===== config.mk =====
export PLATFORM = sky130hd
export DESIGN_NAME = remote_io_satellite_core
export DESIGN_NICKNAME = d
export VERILOG_FILES = /design/src/rtl/remote_io_pkg.sv /design/src/rtl/remote_io_satellite_core.sv
export VERILOG_INCLUDE_DIRS = /design/src /design/src/rtl
export SDC_FILE = /design/constraint.sdc
export NUM_CORES = 1
export LEC_CHECK = 0
export BUFFER_PORTS_ARGS = -buffer_cell sky130_fd_sc_hd__buf_2
export CELL_PAD_IN_SITES_DETAIL_PLACEMENT = 0
export CELL_PAD_IN_SITES_GLOBAL_PLACEMENT = 1
export CORE_MARGIN = 1
export CORE_UTILIZATION = 25
export CTS_BUF_LIST = sky130_fd_sc_hd__clkbuf_16
export DETAILED_ROUTE_END_ITERATION = 16
export PLACE_DENSITY_LB_ADDON = 0.1
export SYNTH_ARGS = -nofsm -noshare
export SYNTH_HDL_FRONTEND = slang
export SYNTH_SLANG_ARGS = --single-unit

===== constraint.sdc =====
create_clock -name clk_in -period 1.9 [get_ports clk_in]
set_input_delay 0.095 -clock clk_in [delete_from_list [all_inputs] [get_ports clk_in]]
set_output_delay 0.095 -clock clk_in [all_outputs]
set_load 0.03 [all_outputs]

===== src/rtl/remote_io_defs.svh =====
// constants for the remote i/o satellite core
`ifndef REMOTE_IO_DEFS_SVH
`define REMOTE_IO_DEFS_SVH
`define CLK_FREQ_HZ        100000000
`define BIT_RATE_12M       12000000
`define BIT_RATE_6M        6000000
`define BIT_RATE_3M        3000000
`define BIT_RATE_1M5       1500000
`define BIT_CYC_12M        (`CLK_FREQ_HZ / `BIT_RATE_12M)
`define BIT_CYC_6M         (`CLK_FREQ_HZ / `BIT_RATE_6M)
`define BIT_CYC_3M         (`CLK_FREQ_HZ / `BIT_RATE_3M)
`define BIT_CYC_1M5        (`CLK_FREQ_HZ / `BIT_RATE_1M5)
`define MON_TIMEOUT_BITS   130560
`define CMD_SAMPLE_A       4'h0
`define CMD_SAMPLE_B       4'h8
`define NO_SAMPLE_DATA     16'h0000
`define REG_CTRL           12'h000
`define REG_STATUS         12'h004
`define REG_INT_STAT       12'h008
`define REG_INT_MASK       12'h00c
`define REG_DRIVE          12'h010
`define REG_SENSE          12'h014
`define REG_REPLY          12'h018
`define INT_UPDATE_BIT     0
`define INT_TIMEOUT_BIT    1
`define INT_FORCE_BIT      2
`define INT_SAMPLE_BIT     3
`endif


===== src/rtl/remote_io_pkg.sv =====
// types for the remote i/o satellite core
package remote_io_pkg;
  typedef enum logic [1:0] {
    rate_1m5_t_v = 2'b00,
    rate_3m_t_v  = 2'b01,
    rate_6m_t_v  = 2'b10,
    rate_12m_t_v = 2'b11
  } rate_t;
endpackage


===== src/rtl/remote_io_satellite_core.sv =====
// remote i/o satellite core: sense/drive words, link-alive monitor, force-low filter
//
// The implementer's own choices: the address map and the APB slave port.
`timescale 1ns/10ps
`include "remote_io_defs.svh"
module remote_io_satellite_core
  import remote_io_pkg::*;
#(
  parameter int MON_BITS = `MON_TIMEOUT_BITS
) (
  input  wire logic        clk_in,
  input  wire logic        rst_in,
  input  wire logic [15:0] sense_inputs_in,
  input  wire logic [5:0]  station_id_pins_in,
  input  wire logic        rate_select_lo_in,
  input  wire logic        rate_select_hi_in,
  input  wire logic        force_low_in,
  input  wire logic        frame_valid_in,
  input  wire logic        frame_error_in,
  input  wire logic [5:0]  frame_addr_in,
  input  wire logic [3:0]  frame_cmd_in,
  input  wire logic [15:0] frame_data_in,
  input  wire logic        psel,
  input  wire logic        penable,
  input  wire logic        pwrite,
  input  wire logic [11:0] paddr,
  input  wire logic [31:0] pwdata,
  output logic      [31:0] prdata,
  output logic             pready,
  output logic             pslverr,
  output logic      [15:0] drive_outputs_out,
  output logic      [15:0] reply_data_out,
  output logic             reply_valid_out,
  output logic             sample_strobe_out,
  output logic             link_alive_n_out,
  output logic             irq_out
);
  // reset is synchronous, so a glitch between two edges is never seen
  rate_t        rate;
  logic [7:0]   bit_cycles;
  logic [7:0]   bit_cnt_reg;
  logic         bit_tick;
  logic [5:0]   station_number;
  logic         self_frame;
  logic         sample_cmd;
  logic [7:0]   force_cnt_reg;
  logic         force_active_reg;
  logic [16:0]  mon_cnt_reg;
  logic         mon_expire;
  logic [15:0]  drive_reg;
  logic [15:0]  reply_reg;
  logic         reply_valid_reg;
  logic         strobe_reg;
  logic         alive_n_reg;
  logic [3:0]   int_stat_reg;
  logic [3:0]   int_stat_next;
  logic [3:0]   int_mask_reg;
  logic [3:0]   int_event;
  logic [3:0]   w1c;
  logic         sw_hold_reg;
  logic         apb_write;
  logic         apb_read;
  logic [31:0]  rd_mux;
  logic         rd_hit;

  function automatic logic [7:0] cycles_for(input rate_t r);
    unique case (r)
      rate_12m_t_v: cycles_for = 8'(`BIT_CYC_12M);
      rate_6m_t_v:  cycles_for = 8'(`BIT_CYC_6M);
      rate_3m_t_v:  cycles_for = 8'(`BIT_CYC_3M);
      rate_1m5_t_v: cycles_for = 8'(`BIT_CYC_1M5);
    endcase
  endfunction

  assign rate           = rate_t'({rate_select_hi_in, rate_select_lo_in});
  assign bit_cycles     = cycles_for(rate);
  assign bit_tick       = (bit_cnt_reg >= bit_cycles - 8'h01);
  assign station_number = station_id_pins_in;
  // address 00h never matches: such a station is never polled
  assign self_frame     = frame_valid_in && !frame_error_in && (station_number != 6'h00)
                          && (frame_addr_in == station_number);
  assign sample_cmd     = (frame_cmd_in == `CMD_SAMPLE_A) || (frame_cmd_in == `CMD_SAMPLE_B);
  assign mon_expire     = (mon_cnt_reg >= 17'(MON_BITS)) && !alive_n_reg;

  // bit period divider
  always_ff @(posedge clk_in) begin
    if (rst_in || bit_tick) begin
      bit_cnt_reg <= 8'h00;
    end else begin
      bit_cnt_reg <= bit_cnt_reg + 8'h01;
    end
  end

  // force-low filter: must stay high for a whole bit period before it acts
  always_ff @(posedge clk_in) begin
    if (rst_in || !force_low_in) begin
      force_cnt_reg <= 8'h00;
    end else if (force_cnt_reg < bit_cycles) begin
      force_cnt_reg <= force_cnt_reg + 8'h01;
    end
  end
  always_ff @(posedge clk_in) begin
    if (rst_in) begin
      force_active_reg <= 1'b0;
    end else begin
      force_active_reg <= force_low_in && (force_cnt_reg >= bit_cycles - 8'h01);
    end
  end

  // drive word: cleared by reset or filtered force-low, loaded from a good self-addressed frame unless software hold is set, otherwise held
  always_ff @(posedge clk_in) begin
    if (rst_in) begin
      drive_reg <= 16'h0000;
    end else if (force_active_reg) begin
      drive_reg <= 16'h0000;
    end else if (self_frame && !sw_hold_reg) begin
      drive_reg <= frame_data_in;
    end
    // no clearing on timeout
  end
  assign drive_outputs_out = drive_reg;

  // reply data and sample strobe
  always_ff @(posedge clk_in) begin
    if (rst_in) begin
      reply_reg       <= 16'h0000;
      reply_valid_reg <= 1'b0;
      strobe_reg      <= 1'b0;
    end else begin
      reply_valid_reg <= self_frame;
      strobe_reg      <= self_frame && sample_cmd;
      if (self_frame) begin
        reply_reg <= sample_cmd ? sense_inputs_in : `NO_SAMPLE_DATA;
      end
    end
  end
  assign reply_data_out    = reply_reg;
  assign reply_valid_out   = reply_valid_reg;
  assign sample_strobe_out = strobe_reg;

  // link-alive monitor: retriggerable one-shot counted in bit periods
  always_ff @(posedge clk_in) begin
    if (rst_in) begin
      alive_n_reg <= 1'b1;
      mon_cnt_reg <= 17'h00000;
    end else if (self_frame) begin
      alive_n_reg <= 1'b0;
      mon_cnt_reg <= 17'h00000;
    end else if (mon_expire) begin
      alive_n_reg <= 1'b1;
    end else if (bit_tick && !alive_n_reg) begin
      mon_cnt_reg <= mon_cnt_reg + 17'h00001;
    end
  end
  assign link_alive_n_out = alive_n_reg;

  // interrupts: sticky, set wins over write-one-to-clear
  assign int_event = {self_frame && sample_cmd, force_active_reg, mon_expire, self_frame};
  assign apb_write = psel && penable && pwrite;
  assign apb_read  = psel && penable && !pwrite;
  assign w1c       = (apb_write && paddr == `REG_INT_STAT) ? pwdata[3:0] : 4'h0;
  assign int_stat_next = int_event | (int_stat_reg & ~w1c);
  always_ff @(posedge clk_in) begin
    if (rst_in) begin
      int_stat_reg <= 4'h0;
      int_mask_reg <= 4'h0;
      sw_hold_reg  <= 1'b0;
    end else begin
      int_stat_reg <= int_stat_next;
      if (apb_write && paddr == `REG_INT_MASK) begin
        int_mask_reg <= pwdata[3:0];
      end
      if (apb_write && paddr == `REG_CTRL) begin
        sw_hold_reg <= pwdata[0];
      end
    end
  end
  assign irq_out = |(int_stat_reg & int_mask_reg);

  // apb slave: zero wait states, error on unmapped address
  always_comb begin
    rd_hit = 1'b1;
    unique case (paddr)
      `REG_CTRL:     rd_mux = {31'h0, sw_hold_reg};
      `REG_STATUS:   rd_mux = {22'h0, rate, station_number, force_active_reg, alive_n_reg};
      `REG_INT_STAT: rd_mux = {28'h0, int_stat_reg};
      `REG_INT_MASK: rd_mux = {28'h0, int_mask_reg};
      `REG_DRIVE:    rd_mux = {16'h0, drive_reg};
      `REG_SENSE:    rd_mux = {16'h0, sense_inputs_in};
      `REG_REPLY:    rd_mux = {16'h0, reply_reg};
      default: begin
        rd_mux = 32'h0;
        rd_hit = 1'b0;
      end
    endcase
  end
  assign pready  = 1'b1;
  assign pslverr = psel && penable && !rd_hit;
  always_ff @(posedge clk_in) begin
    if (rst_in) begin
      prdata <= 32'h0;
    end else if (psel && !penable && !pwrite) begin
      prdata <= rd_mux;
    end
  end

  // link-alive falls the cycle after a good self-addressed frame
  alive_low_a: assert property (@(posedge clk_in) disable iff (rst_in)
    self_frame |=> !link_alive_n_out) else $error("link alive not low after frame");
  // drive word follows frame data unless forced or held by software
  drive_load_a: assert property (@(posedge clk_in) disable iff (rst_in)
    self_frame && !force_active_reg && !sw_hold_reg |=> drive_outputs_out == $past(frame_data_in))
    else $error("drive word not loaded");
  drive_hold_a: assert property (@(posedge clk_in) disable iff (rst_in)
    !self_frame && !force_active_reg |=> $stable(drive_outputs_out))
    else $error("drive word changed without cause");
  force_clear_a: assert property (@(posedge clk_in) disable iff (rst_in)
    force_active_reg |=> drive_outputs_out == 16'h0000) else $error("force low not applied");
  glitch_reject_a: assert property (@(posedge clk_in) disable iff (rst_in)
    $rose(force_low_in) ##1 !force_low_in |=> !force_active_reg)
    else $error("short force pulse acted");
  reply_zero_a: assert property (@(posedge clk_in) disable iff (rst_in)
    self_frame && !sample_cmd |=> reply_data_out == 16'h0000 && !sample_strobe_out)
    else $error("reply not zero");
  reply_sense_a: assert property (@(posedge clk_in) disable iff (rst_in)
    self_frame && sample_cmd |=> reply_data_out == $past(sense_inputs_in) && sample_strobe_out)
    else $error("reply missing sense word");
  reset_state_a: assert property (@(posedge clk_in)
    rst_in |=> drive_outputs_out == 16'h0000 && link_alive_n_out)
    else $error("reset state wrong");

  // a good self-addressed frame always produces a reply pulse
  reply_valid_a: assert property (@(posedge clk_in) disable iff (rst_in)
    self_frame |=> reply_valid_out)
    else $error("reply valid missing");

  // no reply without a good self-addressed frame
  no_reply_a: assert property (@(posedge clk_in) disable iff (rst_in)
    !self_frame |=> !reply_valid_out)
    else $error("spurious reply valid");

  // the sample strobe only follows commands 0 and 8
  strobe_gate_a: assert property (@(posedge clk_in) disable iff (rst_in)
    !(self_frame && sample_cmd) |=> !sample_strobe_out)
    else $error("spurious sample strobe");

  // a strobe never stands without its reply
  strobe_reply_a: assert property (@(posedge clk_in) disable iff (rst_in)
    sample_strobe_out |-> reply_valid_out)
    else $error("strobe without reply");

  // a frame with an error leaves the drive word alone
  error_frame_a: assert property (@(posedge clk_in) disable iff (rst_in)
    frame_valid_in && frame_error_in && !force_active_reg |=> $stable(drive_outputs_out))
    else $error("errored frame changed drive word");

  // link-alive stays low while the interval runs
  alive_hold_a: assert property (@(posedge clk_in) disable iff (rst_in)
    !self_frame && !mon_expire && !alive_n_reg |=> !link_alive_n_out)
    else $error("link alive rose early");

  // link-alive goes high once the interval has run out
  alive_expire_a: assert property (@(posedge clk_in) disable iff (rst_in)
    mon_expire && !self_frame |=> link_alive_n_out)
    else $error("link alive did not time out");

  // the interval counter never runs past its end point
  mon_bound_a: assert property (@(posedge clk_in) disable iff (rst_in)
    !alive_n_reg |-> mon_cnt_reg <= 17'(MON_BITS))
    else $error("monitor count overran");

  // link-alive only rises through a timeout
  alive_rise_a: assert property (@(posedge clk_in) disable iff (rst_in)
    $rose(link_alive_n_out) |-> $past(mon_expire))
    else $error("link alive rose without timeout");

  // an idle high link-alive stays high until a frame arrives
  alive_idle_a: assert property (@(posedge clk_in) disable iff (rst_in)
    link_alive_n_out && !self_frame |=> link_alive_n_out)
    else $error("link alive fell without frame");

  // the filter drops on the clock edge after force-low goes away
  force_wait_a: assert property (@(posedge clk_in) disable iff (rst_in)
    !force_low_in |=> !force_active_reg)
    else $error("force filter active while input low");

  // reset also silences the reply side and the interrupt
  reset_quiet_a: assert property (@(posedge clk_in)
    rst_in |=> !reply_valid_out && !sample_strobe_out && !irq_out)
    else $error("reply side busy after reset");
endmodule


==> results.md <==
- Xor and xnor area share after synthesis: 0.01895
- Clock Latency Late Sink: 0.36 ns
- Ys async rst share: 0
- Synth area leaders: dfxtp_1 (37%), ha_1 (6.4%), mux2i_1 (5.9%)
- Post-synthesis mux area share: 0.09670
- Die Area: 20,910 µm²
- Vias/cell: 4.737
- Initial Util: 0.2579
- Crit path buffers/inverters: 1
- Detailed-route DRC error count: 0
- PwrDens: 595.9 nW/µm²
- Number of synthesis warnings: 0
- Post-synthesis cell area: 5085 µm²
- Max clock buf depth: 2
- Sequential area share after synthesis: 0.3701
- ANT nets after route: 0
- Slowest stage delay, CP: 0.47 ns
- Cell variety after synth: 61
- Placed insts: 980
- Final setup vio count: 22
- Detailed placement HPWL: 12,790 µm
- DR iter-0 viols: 205
- Post-Synth Simple-Gate Area: 0.2050
- Worst R2R End: mon_cnt_reg[5]$_SDFFE_PP0P_
- CP Capture Type: flop
- CP max stage cell: or4_4
- Least-Margin Pin Slew: 0.5863 ns
- Hold path depth: 3
- Largest family of logic cells by synthesized area: simple AND/OR/NAND/NOR gates
- Rel. slew slack: 0.6087
- Worst-case reg-to-reg path depth: 7
- Largest delay share family, worst path: compound AO/OA/AOI/OAI gates
- Launch point of the worst reg-to-reg path: bit_cnt_reg[2]$_SDFF_PP0_
- R2R setup slack: -0.12 ns
- Met2 usage: 0.2940
- DR vias: 4,950
- Max_cap viols: 0
- I/O Pins: 172
- Post-Synthesis Cells: 560
- Worst Setup Start Kind: flop
- Die Ht: 144.6 µm
- Detailed Route WL: 17,660 µm
- Synthesis-to-layout area growth: 47.27%
- Share of cells above drive strength 1: 0.3864
- Met3 Usage GRT: 0.03477
- Failing checks: negative setup slack
- Most numerous cell in the Yosys netlist: dfxtp_1
- CTS tree: done
- Total iterations of the first detailed-routing run: 6
- Final hold violation count: 0
- Port Buf Inserts: 125
- Vias in the first global route: 4,769
- Core area: 19,720 µm²
- Hold_ws: 0.02123 ns
- Die X: 144.6 µm
- Nets@finish: 902
- Largest net degree at the start of global routing: 29
- Worst-path clk slew: 0.07 ns
- Total global routing overflow: 0
- Hold Crit Class: in -> reg
- Initial antenna violation count: 0
- Worst Hold Launch: pwdata[3]
- Avg WL per Cell: 16.90 µm
- Fin crit period: 2.016 ns
- Crit-path cells: ha_2 -> o21a_1 -> nor3_4 -> o31a_4 -> buf_6 -> or4_4 -> a21oi_2
- Global Route Usage Sum: 0.1681
- Leakage: 3.310 nW
- Main synth FF type: dfxtp_1
- Critical Path RT: 2.20 ns
- Non-Filler Instances: 1,045
- Synth Area in Adders: 0.06398
- EDFF count, synth: 0
- Fmax: 496.0 MHz
- Num rows: 51
- Fin Clk Skew: 0.009227 ns
- Hold Path Sink: int_mask_reg[3]$_SDFFE_PP0P_
- RSZ-0062 raised after global routing: yes
- Worst path arrival time: 2.31 ns
- Post-synth top cells: dfxtp_1 (94), nand2_1 (47), nor2_1 (40), mux2i_1 (30), ha_1 (26)
- Mean Syn Cell Area: 9.080 µm²
- Cts bufs inserted: 9
- Tcrit/Tclk final: 1.061
- Most used routing layer: met2
- Clock sink count: 94
- Run status: complete, but fails checks
- Worst setup margin: -0.1163 ns
- Root Buffer: clkbuf_16
- Critical Path Fanout Max: 7
- GRT met1 Usage: 0.2092
- Global-route wire length before repair: 26,340 µm
- Top cell type's share of synthesized area: 0.3701
- CP Class: reg -> reg
- GPL Wtd Cong: 0.7824
- Final design utilization: 0.3798
- Post-synth top area cell: dfxtp_1
- Number of flip-flops in the largest register: 17
- VDD IR-drop max: 0.0003966 V
- Slew Viols, Final: 0
- Post-synthesis compound-gate area fraction: 0.1786
- FF+latch count, synth: 94
- H-tree Lvls: 3
[power by group]
group          leakage (nW)  total [W]  internal (W)  switching (W)
clock network         0.140    0.00180      0.000919       0.000885
registers             0.761    0.00199       0.00198     0.00000957
logic                  2.41   0.000669      0.000310       0.000358
[cells by family after synthesis]
family                     Yosys count
and+or+nand+nor                    192
AOI/OAI and AO/OA                  128
DFF                                 94
buffers and inverters               60
muxes                               47
adders and majority gates           26
xor gates and xnor gates            11
other                                2
[how the worst max path moves through the flow]
| stage | startpoint | endpoint | slack (ns) | cells after the start |
|---|---|---|---|---|
| 4_1_cts | bit_cnt_reg[3]$_SDFF_PP0_ | mon_cnt_reg[8]$_SDFFE_PP0P_ | -0.08 | 8 |
| 6_report | bit_cnt_reg[2]$_SDFF_PP0_ | mon_cnt_reg[5]$_SDFFE_PP0P_ | -0.12 | 7 |
| 3_5_place_dp | rate_select_lo_in | mon_cnt_reg[8]$_SDFFE_PP0P_ | -0.39 | 9 |
| 3_3_place_gp | rate_select_hi_in | mon_cnt_reg[4]$_SDFFE_PP0P_ | -0.33 | 7 |
| 5_1_grt | bit_cnt_reg[2]$_SDFF_PP0_ | mon_cnt_reg[5]$_SDFFE_PP0P_ | -0.18 | 7 |
| 2_1_floorplan | bit_cnt_reg[0]$_SDFF_PP0_ | mon_cnt_reg[10]$_SDFFE_PP0P_ | -0.05 | 8 |
[per-layer routing]
metal  vias up  wire length, µm
met5         -                0
met4         0              222
met3        18              760
met2       128             8536
met1      2342             8142
li1       2462                -
[area by class of cell]
class | instances | area [µm²]
Antenna cell | 1 | 2.502
Clock buffer | 9 | 225.2
Clock inverter | 7 | 65.06
Fill cell | 2014 | 12230
Inverter | 13 | 48.80
Multi-Input combinational cell | 426 | 3363
Sequential cell | 94 | 1892
Tap cell | 265 | 331.6
Timing Repair Buffer | 230 | 1560
[metrics by stage]
step | setup slack, ns | total power [W] | area, µm² | TNS, ns
finish | -0.1163 | 0.004463 | 7488 | -1.020
global route | -0.1788 | 0.004680 | 7486 | -2.773
CTS | -0.07712 | 0.004482 | 7213 | -0.6191
detailed placement | -0.3850 | 0.002528 | 6285 | -9.262
global placement | -0.3286 | 0.002529 | 6285 | -7.816
floorplan | -0.05277 | 0.002329 | 5172 | -0.5987
[cell usage in the layout, fill, tap and decap left out, types with 7 or more instances in the layout]
| cell | netlist | final |
|---|---|---|
| nor2_1 | 40 | 34 |
| a22o_1 | 17 | 17 |
| dlygate4sd3_1 | 0 | 35 |
| clkbuf_16 | 0 | 9 |
| nor2b_1 | 9 | 8 |
| ha_1 | 26 | 16 |
| buf_2 | 4 | 125 |
| mux2_2 | 17 | 17 |
| o21ai_0 | 22 | 21 |
| inv_1 | 13 | 12 |
| and3_1 | 7 | 7 |
| a22oi_1 | 12 | 12 |
| dfxtp_2 | 0 | 8 |
| dfxtp_1 | 94 | 86 |
| ha_4 | 0 | 9 |
| nand2_1 | 47 | 47 |
| buf_4 | 19 | 60 |
| buf_6 | 4 | 7 |
| conb_1 | 2 | 21 |
| or4_1 | 18 | 12 |
| o31ai_2 | 0 | 7 |
| nand4_1 | 8 | 8 |
| o31ai_1 | 16 | 7 |
| xor2_1 | 10 | 10 |
| nand3_1 | 22 | 22 |
| mux2i_1 | 30 | 30 |
| a21oi_1 | 25 | 20 |
[timing repair]
| item | CTS | global route |
|---|---|---|
| hold buffers | 35 | 0 |
| endpoints found under the setup margin | 29 | 33 |
| cloned | 1 | 0 |
| buffers inserted | 8 | 5 |
| pin swaps | 18 | 24 |
| endpoints found under the hold margin | 35 | 0 |
| gates resized for setup | 43 | 50 |
[tightest hold or removal path, stage by stage]
cell	delay, ns
buf_2	0.11
mux2i_1	0.07
nor2_1	0.07
Note: power is estimated with default switching activity, not from simulation.
